===== config.mk =====
export PLATFORM = sky130hd
export DESIGN_NAME = rgbc_light_sensor_regs
export DESIGN_NICKNAME = d
export VERILOG_FILES = /design/src/rtl/rgbc_pkg.sv /design/src/rtl/rgbc_light_sensor_regs.sv /design/src/rtl/rgbc_channel.sv
export VERILOG_INCLUDE_DIRS = /design/src /design/src/rtl
export SDC_FILE = /design/constraint.sdc
export NUM_CORES = 1
export LEC_CHECK = 0
export BUFFER_PORTS_ARGS = -buffer_cell sky130_fd_sc_hd__buf_2
export CAP_MARGIN = 20
export CELL_PAD_IN_SITES_DETAIL_PLACEMENT = 1
export CELL_PAD_IN_SITES_GLOBAL_PLACEMENT = 2
export CORE_MARGIN = 3
export CORE_UTILIZATION = 35
export CTS_CLUSTER_SIZE = 12
export DETAILED_ROUTE_END_ITERATION = 12
export PLACE_DENSITY = 0.77
export SETUP_SLACK_MARGIN = 0.3
export SLEW_MARGIN = 20
export SYNTH_ARGS = -nofsm -noshare
export SYNTH_HDL_FRONTEND = slang
export SYNTH_SLANG_ARGS = --single-unit
export TNS_END_PERCENT = 10

===== constraint.sdc =====
create_clock -name CLK -period 4.08 [get_ports CLK]
set_input_delay 0.612 -clock CLK [delete_from_list [all_inputs] [get_ports CLK]]
set_output_delay 0.612 -clock CLK [all_outputs]
set_load 0.05 [all_outputs]

===== src/rtl/rgbc_consts.svh =====
// Register offsets, field positions, reset values and timing counts of the RGBC sensor block
`ifndef RGBC_CONSTS_SVH
`define RGBC_CONSTS_SVH

// ****************************************
// Register offsets
// ****************************************
`define ADDR_CTRL 8'h00
`define ADDR_SETUP 8'h01
`define ADDR_CAP_BASE 8'h06
`define ADDR_SLOTS_BASE 8'h0A
`define ADDR_RESULT_BASE 8'h40
`define ADDR_ZERO_BASE 8'h48

// ****************************************
// Field positions
// ****************************************
`define CTRL_SENSOR_BIT 0
`define CTRL_OFFSET_BIT 1
`define SETUP_TRIM_BIT 0
`define SETUP_SLEEP_BIT 1
`define SETUP_EXT_BIT 2

// ****************************************
// Reset values
// ****************************************
`define CAP_RESET 4'h0F
`define SLOTS_RESET 12'h000

// ****************************************
// Timing
// ****************************************
`define CLK_PERIOD_NS 5
`define SLOT_TIME_NS 1000
`define SLOT_CYCLES ((`SLOT_TIME_NS + `CLK_PERIOD_NS - 1) / `CLK_PERIOD_NS)
`define SLOT_CNT_W 8

`endif


===== src/rtl/rgbc_pkg.sv =====
// Types shared by the RGBC sensor block
`default_nettype none
package rgbc_pkg;

  typedef logic [9:0] sample_t;
  typedef sample_t [3:0] sample_set_t;

  // Sign-magnitude zero-level reading
  typedef struct packed {
    logic negative;
    logic [6:0] magnitude;
  } zero_level_t;

  typedef zero_level_t [3:0] zero_set_t;

  typedef enum logic [1:0] {
    ST_IDLE,
    ST_CONVERT,
    ST_OFFSET
  } seq_state_t;

endpackage
`default_nettype wire


===== src/rtl/rgbc_light_sensor_regs.sv =====
// Register file and conversion sequencer of the four-channel RGBC light sensor
//
// Behaviour
// - External timing select set means slots are timed by the external clock input.
// - Sleep holds only in external clock mode; otherwise the device clears it itself.
// - Trim offset select one enables trim offset mode, zero disables it.
// - Each channel has a capacitor count in bits 3:0; bits 7:4 unused.
// - Integration time is 12 slots count split over low byte and high nibble.
// - Ten-bit result is read as low byte and high byte bits 1:0.
// - Zero-level register holds magnitude in bits 6:0 and polarity in bit 7.
// - Polarity bit reads zero for positive offset, one for negative.
// - Unused bit positions carry no meaning and read as zero.
// - Host writes sensor request one; device clears it and fills results 64 to 71.
// - Host writes offset request one; device clears it and fills offsets 72 to 75.
`timescale 1ns/100ps
`default_nettype none
`include "rgbc_consts.svh"
module rgbc_light_sensor_regs (
  input wire logic CLK,
  input wire logic RST_N,
  input wire logic [7:0] REG_ADDR,
  input wire logic REG_WR,
  input wire logic REG_RD,
  input wire logic [7:0] REG_WDATA,
  output logic [7:0] REG_RDATA,
  input wire logic EXT_CLK,
  input wire rgbc_pkg::sample_set_t SAMPLE_RAW,
  input wire rgbc_pkg::zero_set_t ZERO_RAW,
  output logic [15:0] CAP_SETTING,
  output logic CLOCK_EXTERNAL,
  output logic SLEEP_ACTIVE,
  output logic CONV_BUSY
);

  typedef struct packed {
    logic external_timing_select;
    logic sleep;
    logic trim_offset_select;
    logic sensor_reading_request;
    logic offset_reading_request;
    logic [3:0][3:0] cap;
    logic [3:0][11:0] slots;
    rgbc_pkg::zero_set_t zero;
    rgbc_pkg::seq_state_t state;
    logic [`SLOT_CNT_W-1:0] div;
    logic ext_prev;
    logic [7:0] rdata;
  } top_state_t;

  localparam logic [`SLOT_CNT_W-1:0] SLOT_LAST = `SLOT_CNT_W'(`SLOT_CYCLES - 1);

  top_state_t s_q;
  top_state_t s_d;
  logic tick;
  logic int_tick;
  logic ext_tick;
  logic start;
  logic [3:0] busy;
  rgbc_pkg::sample_set_t result;
  logic [7:0] rd_val;

  // ****************************************
  // Slot timing source
  // ****************************************
  // External edge or internal divider; the divider keeps counting while asleep, but no slot tick is given
  assign int_tick = (s_q.div == SLOT_LAST);
  assign ext_tick = EXT_CLK && !s_q.ext_prev;
  assign tick = (s_q.external_timing_select ? ext_tick : int_tick) && !s_q.sleep;
  assign start = (s_q.state == rgbc_pkg::ST_IDLE) && s_q.sensor_reading_request && !s_q.sleep;

  // ****************************************
  // Channels
  // ****************************************
  genvar ch;
  generate
    for (ch = 0; ch < 4; ch++) begin : g_chan
      rgbc_channel u_chan (
        .clk(CLK),
        .rst_n(RST_N),
        .start(start),
        .tick(tick),
        .slots(s_q.slots[ch]),
        .trim_on(s_q.trim_offset_select),
        .zero(s_q.zero[ch]),
        .raw(SAMPLE_RAW[ch]),
        .result(result[ch]),
        .busy(busy[ch])
      );
      assign CAP_SETTING[4*ch +: 4] = s_q.cap[ch];
    end
  endgenerate

  // ****************************************
  // Read decode
  // ****************************************
  // Unused bits and unmapped addresses read zero
  always_comb begin
    rd_val = 8'h00;
    if (REG_ADDR == `ADDR_CTRL) begin
      rd_val[`CTRL_SENSOR_BIT] = s_q.sensor_reading_request;
      rd_val[`CTRL_OFFSET_BIT] = s_q.offset_reading_request;
    end
    if (REG_ADDR == `ADDR_SETUP) begin
      rd_val[`SETUP_EXT_BIT] = s_q.external_timing_select;
      rd_val[`SETUP_SLEEP_BIT] = s_q.sleep;
      rd_val[`SETUP_TRIM_BIT] = s_q.trim_offset_select;
    end
    for (int i = 0; i < 4; i++) begin
      if (REG_ADDR == `ADDR_CAP_BASE + 8'(i)) begin
        rd_val = {4'h0, s_q.cap[i]};
      end
      if (REG_ADDR == `ADDR_SLOTS_BASE + 8'(2 * i)) begin
        rd_val = s_q.slots[i][7:0];
      end
      if (REG_ADDR == `ADDR_SLOTS_BASE + 8'(2 * i + 1)) begin
        rd_val = {4'h0, s_q.slots[i][11:8]};
      end
      if (REG_ADDR == `ADDR_RESULT_BASE + 8'(2 * i)) begin
        rd_val = result[i][7:0];
      end
      if (REG_ADDR == `ADDR_RESULT_BASE + 8'(2 * i + 1)) begin
        rd_val = {6'h00, result[i][9:8]};
      end
      if (REG_ADDR == `ADDR_ZERO_BASE + 8'(i)) begin
        rd_val = s_q.zero[i];
      end
    end
  end

  // ****************************************
  // Next state: writes, sequencer, divider
  // ****************************************
  always_comb begin
    s_d = s_q;
    s_d.ext_prev = EXT_CLK;
    s_d.div = int_tick ? '0 : s_q.div + `SLOT_CNT_W'(1);
    if (REG_RD) begin
      s_d.rdata = rd_val;
    end

    // Sequencer; completion clears a request, a same-cycle host write re-sets it below
    unique case (s_q.state)
      rgbc_pkg::ST_IDLE: begin
        if (start) begin
          s_d.state = rgbc_pkg::ST_CONVERT;
        end else if (s_q.offset_reading_request && !s_q.sleep) begin
          s_d.state = rgbc_pkg::ST_OFFSET;
        end
      end
      rgbc_pkg::ST_CONVERT: begin
        if (busy == 4'h0) begin
          s_d.sensor_reading_request = 1'b0;
          s_d.state = rgbc_pkg::ST_IDLE;
        end
      end
      rgbc_pkg::ST_OFFSET: begin
        if (tick) begin
          s_d.zero = ZERO_RAW;
          s_d.offset_reading_request = 1'b0;
          s_d.state = rgbc_pkg::ST_IDLE;
        end
      end
    endcase

    // Host writes; read-only registers ignore writes
    if (REG_WR) begin
      if (REG_ADDR == `ADDR_CTRL) begin
        // Writing one starts; writing zero does not abort a running reading
        if (REG_WDATA[`CTRL_SENSOR_BIT]) begin
          s_d.sensor_reading_request = 1'b1;
        end
        if (REG_WDATA[`CTRL_OFFSET_BIT]) begin
          s_d.offset_reading_request = 1'b1;
        end
      end
      if (REG_ADDR == `ADDR_SETUP) begin
        s_d.external_timing_select = REG_WDATA[`SETUP_EXT_BIT];
        s_d.sleep = REG_WDATA[`SETUP_SLEEP_BIT];
        s_d.trim_offset_select = REG_WDATA[`SETUP_TRIM_BIT];
      end
      for (int i = 0; i < 4; i++) begin
        if (REG_ADDR == `ADDR_CAP_BASE + 8'(i)) begin
          s_d.cap[i] = REG_WDATA[3:0];
        end
        if (REG_ADDR == `ADDR_SLOTS_BASE + 8'(2 * i)) begin
          s_d.slots[i][7:0] = REG_WDATA;
        end
        if (REG_ADDR == `ADDR_SLOTS_BASE + 8'(2 * i + 1)) begin
          s_d.slots[i][11:8] = REG_WDATA[3:0];
        end
      end
    end

    // Sleep cannot stand without external clock mode
    if (!s_d.external_timing_select) begin
      s_d.sleep = 1'b0;
    end
  end

  // Registered state
  always_ff @(posedge CLK) begin
    if (!RST_N) begin
      s_q <= '0;
      for (int i = 0; i < 4; i++) begin
        s_q.cap[i] <= `CAP_RESET;
        s_q.slots[i] <= `SLOTS_RESET;
      end
    end else begin
      s_q <= s_d;
    end
  end

  // ****************************************
  // Outputs
  // ****************************************
  assign REG_RDATA = s_q.rdata;
  assign CLOCK_EXTERNAL = s_q.external_timing_select;
  assign SLEEP_ACTIVE = s_q.sleep;
  assign CONV_BUSY = (s_q.state != rgbc_pkg::ST_IDLE);

endmodule // rgbc_light_sensor_regs
`default_nettype wire


===== src/rtl/rgbc_channel.sv =====
// One colour channel: slot counting, result capture and trim correction
`timescale 1ns/100ps
`default_nettype none
module rgbc_channel (
  input wire logic clk,
  input wire logic rst_n,
  input wire logic start,
  input wire logic tick,
  input wire logic [11:0] slots,
  input wire logic trim_on,
  input wire rgbc_pkg::zero_level_t zero,
  input wire rgbc_pkg::sample_t raw,
  output rgbc_pkg::sample_t result,
  output logic busy
);

  typedef struct packed {
    logic [11:0] cnt;
    logic busy;
    rgbc_pkg::sample_t result;
  } chan_state_t;

  chan_state_t s_q;
  chan_state_t s_d;
  logic [10:0] fixed;

  // ****************************************
  // Trim correction, clamped to 10 bits
  // ****************************************
  // Positive zero level is a bias to remove; negative one is added back
  always_comb begin
    if (zero.negative) begin
      fixed = {1'b0, raw} + {4'h0, zero.magnitude};
    end else begin
      fixed = {1'b0, raw} - {4'h0, zero.magnitude};
    end
  end

  // ****************************************
  // Next state
  // ****************************************
  always_comb begin
    s_d = s_q;
    if (start) begin
      s_d.cnt = slots;
      s_d.busy = 1'b1;
    end else if (s_q.busy && tick) begin
      if (s_q.cnt == 12'h000) begin
        s_d.busy = 1'b0;
        if (!trim_on) begin
          s_d.result = raw;
        end else if (fixed[10]) begin
          // Overflow on add saturates high, underflow on subtract floors at zero
          s_d.result = zero.negative ? 10'h3FF : 10'h000;
        end else begin
          s_d.result = fixed[9:0];
        end
      end else begin
        s_d.cnt = s_q.cnt - 12'h001;
      end
    end
  end

  // Registered state
  always_ff @(posedge clk) begin
    if (!rst_n) begin
      s_q <= '0;
    end else begin
      s_q <= s_d;
    end
  end

  assign result = s_q.result;
  assign busy = s_q.busy;

endmodule // rgbc_channel
`default_nettype wire


==> qor.csv, run 1 <==
stage;metric;value;unit
run_status;status;finished clean;
finish;n_fill_cell;4477;
synthesis;synth_ff_type;dfxtp_1;
grt;gr-total-overflow;0;
finish;fin_util;40.4;%
synthesis;synth_warnings;0;
sta;setup_viol;0;
synthesis;synth-seq-area-share;32.5;%
pwr;powerDensity;334;nW/um2
sta;fin_crit;3.48;ns
pwr;peakVddDrop;0.000281;V
synthesis;ys_types;86;
sta;whs;0.293;ns
finish;multiInputGateArea;8110;um2
grt;grt_start_max_net_pins;79;
die;ios;120;
worst_setup_path;r2r_start;s_q[37];
die;fp.dieH;199;um
hold_path;min_from;EXT_CLK;
die;initial_core_util;35.6;%
clocking;clk_pin_slew;0.06;ns
synthesis;synth_edf_count;0;
die;rows;70;
sta;tightestPinTransition;0.998;ns
die;core_area;36700;um2
sta;finalCritPeriodShare;85.2;%
placement;routabilityCongestion;0.934;
worst_setup_path;endpoint_kind;flip-flop;
finish;drive_above_1_share;12.5;%
routing;post_drt_via_cell_ratio;5.79;
placement;portBuffers;119;
routing;vias;13100;
clocking;clock_latency;0.55;ns
finish;regArea;4240;um2
grt;antenna_found_initial;5;
routing;drtAntennaViolNets;0;
die;die_width;199;um
sta;grt_setup_unrepaired;true;
grt;grt_pass1_vias;13200;
synthesis;synth-seq-cells;212;
run;max_cap_viol_count;0;
routing;routed_wl;51700;um
sta;fin_skew;0.0162;ns
sta;finalMaxSlewViolations;0;
synthesis;syn_inst;1716;
clocking;cts.sinks;212;
worst_setup_path;worstPathMaxFanout;8;
clocking;cts-root-buf;clkbuf_16;
worst_setup_path;cp-start-kind;flip-flop;
clocking;cts_hold_buffers;0;
clocking;cts_tree;built;
synthesis;syn_nets;1865;
grt;grt_use_total;25.7;%
synthesis;syn_area_per_cell;7.61;um2
pwr;p_total;0.00495;W
clocking;post_cts_buffers;0;
synthesis;async_flop_share;0;%
clocking;htree_levels;1;
synthesis;synth_area;13100;um2
routing;drtPass1Iterations;5;
hold_path;hold_path_class;primary input to flip-flop;
worst_setup_path;worstSetupPathType;flip-flop to flip-flop;
grt;grt_pass1_wl;79500;um
routing;first_iter_violations;902;
worst_setup_path;crit_start;s_q[37];
clocking;clock_path_buffers;3;
clocking;ctsResizeCount;0;
die;dieArea;39700;um2
placement;dp_hpwl;39000;um
finish;area_growth;13.6;%
sta;final.setup.tns;0;ns
finish;finalNetCount;1921;
worst_setup_path;worst_ep_required_time;4.51;ns
worst_setup_path;arrival;3.91;ns
routing;remaining_drc_errors;0;
routing;routedWlPerCell;22.9;um
sta;final_hold_viol_count;0;
finish;stdcell_count;2260;
sta;relSlewSlack;33.2;%
sta;fmax;288;MHz
pwr;p_leak;5.78;nW
placement;placedCellCount;2212;
clocking;numCtsBuffers;26;
stage by stage:
| step | setup WS [ns] | area [um2] |
|---|---|---|
| global placement | 0.774 | 13900 |
| CTS | 0.650 | 14800 |
| floorplan | 0.984 | 13100 |
| detailed placement | 0.669 | 13900 |
| finish | 0.602 | 14800 |
| global route | 0.287 | 14800 |
final timing paths:
check / cells after the start / slack, ns / end
max reg2reg: 12 / 0.60 / g_chan[2].u_chan.result[6]
min: 2 / 0.29 / s_q[8]
max: 12 / 0.60 / g_chan[2].u_chan.result[6]
min reg2reg: 2 / 0.46 / g_chan[3].u_chan.result[5]
worst max-delay path, cell delays in order, from the launching register on:
cell	delay (ns)
dfxtp_1	0.36
or3_1	0.43
nor3_1	0.29
nor2_1	0.09
xor2_1	0.16
ha_1	0.21
or3_1	0.40
o21bai_1	0.21
a211oi_2	0.35
o21ai_0	0.38
a21oi_1	0.23
o21ai_0	0.10
o311a_1	0.15
area by class of cell:
cell class                 instances  area share, %
timing repair buffer             146           5.46
clock inverter                    11           1.06
multi-input combinational       1342           54.7
sequential                       212           28.6
antenna                            1         0.0169
inverter                          44           1.13
tap                              468           3.95
clock buffer                      36           5.12
registers in the layout, summed over array words and instances (netlist names):
signal / flops
CAP_SETTING: 16
CLOCK_EXTERNAL: 1
REG_RDATA: 8
SLEEP_ACTIVE: 1
g_chan.u_chan.busy: 4
g_chan.u_chan.result: 40
g_chan.u_chan.s_q: 48
s_q: 94
layer usage:
metal	up-vias	wire length, um	GRT usage, %
li1	6301	-	-
met2	322	23600	42.4
met3	86	2620	3.86
met5	-	154	1.98
met1	6376	23800	34.9
met4	10	1590	7.26
cells by family after synthesis:
group                    count (synthesis)  share of synthesized area (%)
XOR/XNOR                                89                           5.97
AO/OA/AOI/OAI                          467                           22.6
flip-flops                             212                           32.5
AND/OR/NAND/NOR                        703                           25.8
adder cells (fa/ha/maj)                 56                           5.59
buffers and inverters                  162                           5.46
multiplexers                            27                           2.14
cell usage after synthesis (all sizes together) (13+ instances only):
library cell,n,area [um2]
buf,38,248
xor2,34,298
o22ai,18,113
a21oi,184,921
mux2i,19,190
o211ai,27,203
ha,52,651
nor3,53,285
nor2,156,596
o21ai,67,335
inv,43,161
a22oi,22,165
nor4,16,136
xnor2,55,482
or3,26,163
a221oi,18,164
a211oi,27,208
nand2,245,920
dfxtp,212,4240
clkbuf,80,300
nand3,121,623
a31oi,19,119
o31ai,13,97.6
cells in the final DEF, fill, tap and decap left out, types with 18 or more instances in the layout:
cell type  count
nand2_1      245
dfxtp_1      212
a21oi_1      184
nor2_1       154
nand3_1      119
buf_2        119
o21ai_0       61
xnor2_1       55
ha_1          52
nor3_1        49
inv_1         43
xor2_1        34
o211ai_1      27
clkbuf_16     27
or3_1         26
a211oi_1      26
buf_4         26
a22oi_1       22
a31oi_1       19
mux2i_1       19
o22ai_1       18
where the power goes:
| part | switching (W) | leakage [nW] | internal, W |
|---|---|---|---|
| clock | 0.000970 | 0.454 | 0.00154 |
| sequential | 0.00000910 | 1.71 | 0.00208 |
| combinational | 0.000242 | 3.61 | 0.000105 |
No activity file was read; power rests on OpenSTA's default activity.
==> inputs of run 2 (changes only) <==
clock period = 3.7 ns   (was 4.08 ns; I/O delays follow)
==> run 2 against run 1 <==
- total power is 8.7% higher
- critical endpoint is now g_chan[3].u_chan.result[2]
- global-route usage is 0.30 points lower
- cell area is 1.4% higher
- clock skew hardly changed
- hold slack worse by 0.069 ns
- highest routed layer unchanged
- critical path depth stayed put
- clock power is 7% higher
==> qor.csv, run 2 (synthesis results as in run 1) <==
stage;metric;value;unit
run_status;status;finished clean;
worst_setup_path;crit_start;s_q[43];
grt;grt_start_max_net_pins;78;
die;fp.dieH;199;um
worst_setup_path;worst_ep_required_time;4.15;ns
run;max_cap_viol_count;0;
pwr;peakVddDrop;0.000418;V
grt;antenna_found_initial;4;
sta;whs;0.224;ns
sta;tightestPinTransition;0.969;ns
placement;placedCellCount;2229;
clocking;cts.sinks;212;
placement;routabilityCongestion;0.932;
grt;grt_use_total;25.4;%
pwr;powerDensity;357;nW/um2
worst_setup_path;worstSetupPathType;flip-flop to flip-flop;
worst_setup_path;endpoint_kind;flip-flop;
worst_setup_path;cp-start-kind;flip-flop;
clocking;cts_hold_buffers;0;
die;dieArea;39700;um2
grt;grt_pass1_vias;13300;
finish;largest_reg_flops;94;
sta;fin_ws;0.395;ns
die;ios;120;
sta;grt_setup_unrepaired;true;
sta;finalMaxSlewViolations;0;
worst_setup_path;reg2reg_slack;0.39;ns
sta;fmax;303;MHz
finish;fin_area;15100;um2
clocking;clock_latency;0.56;ns
sta;fin_crit;3.31;ns
sta;final.setup.tns;0;ns
worst_setup_path;reg2reg_to;g_chan[3].u_chan.result[2];
sta;finalCritPeriodShare;89.3;%
finish;drive_above_1_share;14.0;%
die;initial_core_util;35.6;%
routing;vias;13300;
clocking;cts-root-buf;clkbuf_16;
hold_path;hold_path_class;primary input to flip-flop;
sta;final_hold_viol_count;0;
routing;routedWlPerCell;22.7;um
finish;area_growth;15.2;%
placement;dp_hpwl;39300;um
die;rows;70;
placement;post_dp_cell_area;14100;um2
sta;setup_viol;0;
worst_setup_path;r2r_start;s_q[43];
clocking;clk_pin_slew;0.06;ns
routing;post_drt_via_cell_ratio;5.82;
finish;finalNetCount;1941;
sta;relSlewSlack;35.1;%
worst_setup_path;arrival;3.76;ns
grt;gr-total-overflow;0;
pwr;p_leak;5.90;nW
routing;first_iter_violations;963;
placement;post-place-ws;0.313;ns
worst_setup_path;ff2ff_path_depth;12;
placement;portBuffers;119;
sta;fin_skew;0.0164;ns
finish;stdcell_count;2277;
routing;drtPass1Iterations;5;
finish;mostFrequentLayoutCells;244 x nand2_1, 210 x dfxtp_1, 183 x a21oi_1;
routing;remaining_drc_errors;0;
routing;drtAntennaViolNets;0;
die;core_area;36700;um2
worst_setup_path;worstPathMaxFanout;10;
clocking;cts_tree;built;
finish;regMostFlops;s_q;
finish;final_common_cell;nand2_1;
clocking;htree_levels;1;
worst_setup_path;endpoint;g_chan[3].u_chan.result[2];
clocking;clock_path_buffers;3;
routing;routed_wl;51800;um
clocking;numCtsBuffers;27;
die;die_width;199;um
grt;grt_pass1_wl;78600;um
## run 2: cell count changes in the layout (fill, tap and decap cells not counted), sizes merged
cell and change:
clkbuf -1, clkinvlp -1, inv +1, bufinv -1, buf +19
## run 2: worst min-delay path by stage
stage / start / to / slack [ns] / depth (start not counted)
finish: EXT_CLK / s_q[8] / 0.22 / 2
global route: EXT_CLK / s_q[8] / 0.23 / 2
detailed placement: s_q[9] / s_q[9] / 0.45 / 1
global placement: g_chan[3].u_chan.result[4] / g_chan[3].u_chan.result[4] / 0.44 / 2
CTS: EXT_CLK / s_q[8] / 0.21 / 2
floorplan: g_chan[3].u_chan.result[4] / g_chan[3].u_chan.result[4] / 0.42 / 2
## run 2: worst max-delay path: stages, from the launching register on
cell and delay, ns:
dfxtp_1 0.48, inv_1 0.08, ha_1 0.29, mux2_2 0.30, fa_1 0.44, a21oi_1 0.25
o2111ai_1 0.19, a31o_2 0.27, a21oi_1 0.23, xor2_1 0.17, buf_4 0.19, a21oi_1 0.08
o31ai_1 0.24
## run 2: through the flow
stage          util [%]  power [W]
2_1_floorplan         -    0.00256
5_1_grt            41.0    0.00555
4_1_cts            40.8    0.00542
3_3_place_gp       38.3    0.00273
3_5_place_dp       38.3    0.00274
6_report           41.0    0.00538
## run 2: repair_timing
action | in CTS | in global routing
gates cloned | 0 | 0
buffers inserted | 0 | 2
pin swaps | 0 | 2
resized for setup | 2 | 14
endpoints found under the setup margin | 3 | 36
endpoints found under the hold margin | 0 | 0
## run 2: per-layer routing
layer  GRT usage [%]  share of wire, %
met2            41.5                46
met4            8.41               3.1
met1            34.8                46
met5               0             0.066
met3            3.29               4.5
## run 2: where the power goes
group / switching, W / leakage (nW) / internal (W)
Sequential: 0.00000977 / 1.71 / 0.00229
Combinational: 0.000270 / 3.75 / 0.000120
Clock: 0.00106 / 0.442 / 0.00162
Total: 0.00134 / 5.90 / 0.00403
## run 2: cell type report
| class | count | area, um2 |
|---|---|---|
| Fill cell | 4518 | 21600 |
| Multi-Input combinational cell | 1342 | 8190 |
| Sequential cell | 212 | 4250 |
| Timing Repair Buffer | 165 | 978 |
| Clock buffer | 35 | 746 |
| Tap cell | 468 | 586 |
| Inverter | 44 | 168 |
| Clock inverter | 10 | 140 |
| Antenna cell | 1 | 2.50 |
==> inputs of run 3 (changes only) <==
CORE_UTILIZATION = 32   (was 35)
PLACE_DENSITY = 0.74   (was 0.77)
clock period = 2.92 ns   (was 3.7 ns; I/O delays follow)
==> run 3 against run 2 <==
- global-route usage shrank 1.1 points
- largest power group unchanged
- via count rose by 4.3%
- total power is 27% higher
- clock power is 25% higher
- cell count up 8.3%
- sequential power is 27% higher
- first-iteration DRC count fell by 8.0%
- critical path type unchanged
- sequential share of layout area is 2.6 points lower
- highest routed layer is now met4
- clock-buffer cell count unchanged
- critical path depth increased by 2
- maximum frequency grew 15%
- die area grew 9.1%
==> qor.csv, run 3 (synthesis results as in run 1) <==
stage;metric;value;unit
run_status;status;finished clean;
sta;relSlewSlack;57.7;%
finish;finalNetCount;2069;
finish;area_growth;27.9;%
worst_setup_path;worstSetupPathType;flip-flop to flip-flop;
die;initial_core_util;32.7;%
die;fp.dieH;208;um
grt;antenna_found_initial;2;
clocking;cts-root-buf;clkbuf_16;
clocking;clock_latency;0.55;ns
sta;tightestPinTransition;0.629;ns
placement;dp_hpwl;42000;um
hold_path;hold_end;s_q[8];
die;core_area;40000;um2
worst_setup_path;r2r_start;s_q[39];
worst_setup_path;arrival;3.37;ns
finish;mostFrequentLayoutCells;238 x nand2_1, 196 x dfxtp_1, 166 x a21oi_1, 166 x buf_4, 149 x nor2_1;
pwr;switchingPower;0.00172;W
sta;fmax;347;MHz
clocking;cts.sinks;212;
finish;final_common_cell;nand2_1;
worst_setup_path;reg2reg_slack;0.04;ns
grt;grt_pass1_wl;84300;um
run;max_cap_viol_count;0;
worst_setup_path;ff2ff_path_depth;14;
die;dieArea;43300;um2
placement;portBuffers;119;
worst_setup_path;reg2reg_to;g_chan[2].u_chan.result[6];
sta;setup_viol;0;
routing;drtPass1Iterations;6;
routing;vias;13800;
pwr;p_clk_share;49.3;%
routing;post_drt_via_cell_ratio;5.61;
die;die_width;208;um
clocking;cts_tree;built;
worst_setup_path;worst_ep_required_time;3.41;ns
sta;grt_setup_unrepaired;true;
sta;fin_crit;2.88;ns
sta;final.setup.tns;0;ns
sta;final_hold_viol_count;0;
hold_path;hold_path_class;primary input to flip-flop;
die;rows;73;
pwr;peakVddDrop;0.000432;V
hold_path;min_from;EXT_CLK;
clocking;cts_hold_buffers;0;
clocking;htree_levels;1;
routing;routed_wl;55100;um
clocking;numCtsBuffers;26;
clocking;clk_pin_slew;0.06;ns
finish;largest_reg_flops;94;
clocking;clock_path_buffers;3;
sta;fin_ws;0.0380;ns
pwr;internal_power;0.00508;W
grt;grt_use_total;24.3;%
pwr;p_leak;6.67;nW
finish;regMostFlops;s_q;
routing;remaining_drc_errors;0;
pwr;swShare;25.3;%
die;ios;120;
routing;first_iter_violations;886;
grt;grt_pass1_vias;13900;
sta;finalMaxSlewViolations;0;
worst_setup_path;cp-start-kind;flip-flop;
sta;fin_skew;0.00996;ns
placement;post-place-ws;-0.160;ns
finish;drive_above_1_share;25.3;%
worst_setup_path;worstPathMaxFanout;5;
grt;grt_start_max_net_pins;46;
grt;gr-total-overflow;0;
routing;drtAntennaViolNets;0;
pwr;p_comb_share;7.9;%
sta;finalCritPeriodShare;98.7;%
pwr;powerDensity;408;nW/um2
routing;routedWlPerCell;22.3;um
hold_path;hold_depth;2;
pwr;seqPwrFrac;42.8;%
placement;routabilityCongestion;0.950;
worst_setup_path;endpoint_kind;flip-flop;
run 3: cell types whose count changed in the layout (fill, tap and decap cells not counted), sizes merged:
cell	change
buf	+129
bufinv	-1
clkinv	+2
diode	+2
inv	-1
run 3: layout make-up:
cell class,count,area [um2]
diodes,3,7.51
multi-input cells,1342,8770
well taps,525,657
fillers,4886,23300
clock buffers,35,766
inverters,44,173
flip-flops and latches,212,4270
clock inverters,10,108
repair buffers,294,1950
run 3: worst max-delay path by stage:
stage	endpoint	from	slack [ns]	cells after the start
after floorplan	g_chan[2].u_chan.result[6]	s_q[39]	0.02	12
after global placement	g_chan[2].u_chan.result[3]	s_q[39]	-0.04	12
after detailed placement	g_chan[2].u_chan.result[2]	s_q[39]	-0.16	12
after CTS	g_chan[2].u_chan.result[6]	s_q[39]	0.03	14
after global routing	g_chan[2].u_chan.result[6]	s_q[39]	-0.15	14
final	g_chan[2].u_chan.result[6]	s_q[39]	0.04	14
run 3: per-stage QoR:
| step | utilization [%] | power [W] | hold slack [ns] | instance area (um2) | cells |
|---|---|---|---|---|---|
| after floorplan | - | 0.00325 | 0.425 | 13100 | 1716 |
| after global placement | 37.6 | 0.00349 | 0.440 | 15000 | 2398 |
| after detailed placement | 37.6 | 0.00349 | 0.448 | 15000 | 2398 |
| after CTS | 40.4 | 0.00686 | 0.0925 | 16200 | 2452 |
| after global routing | 41.8 | 0.00704 | 0.112 | 16700 | 2464 |
| final | 41.8 | 0.00681 | 0.117 | 16700 | 2465 |
run 3: routing by layer:
metal	share of wire, %	vias up	GRT usage, %
met5	0	-	0
met3	4.5	62	3.39
met4	2.2	0	5.09
met2	48	301	42.3
met1	45	6862	32.3
li1	-	6604	-
run 3: repair_timing:
action | CTS | global route
cloned | 1 | 0
gates resized for setup | 49 | 114
pin swaps | 28 | 59
buffers inserted | 8 | 10
setup endpoints to repair | 43 | 87
run 3: worst max-delay path, cell delays in order, from the launching register on:
cell	delay, ns
dfxtp_2	0.31
or3_4	0.40
nor3_4	0.13
nor2_1	0.07
xor2_1	0.15
ha_2	0.18
or3_4	0.37
o21bai_4	0.18
a211oi_2	0.21
buf_4	0.16
xor2_1	0.13
buf_4	0.15
a21oi_1	0.07
o21ai_1	0.14
o311a_1	0.17
run 3: power groups by stage:
stage	registers, W	clock network, W	logic, W
after floorplan	0.00298	0	0.000275
after global placement	0.00298	0	0.000505
after detailed placement	0.00298	0	0.000510
after CTS	0.00292	0.00343	0.000518
after global routing	0.00291	0.00354	0.000582
final	0.00292	0.00335	0.000539
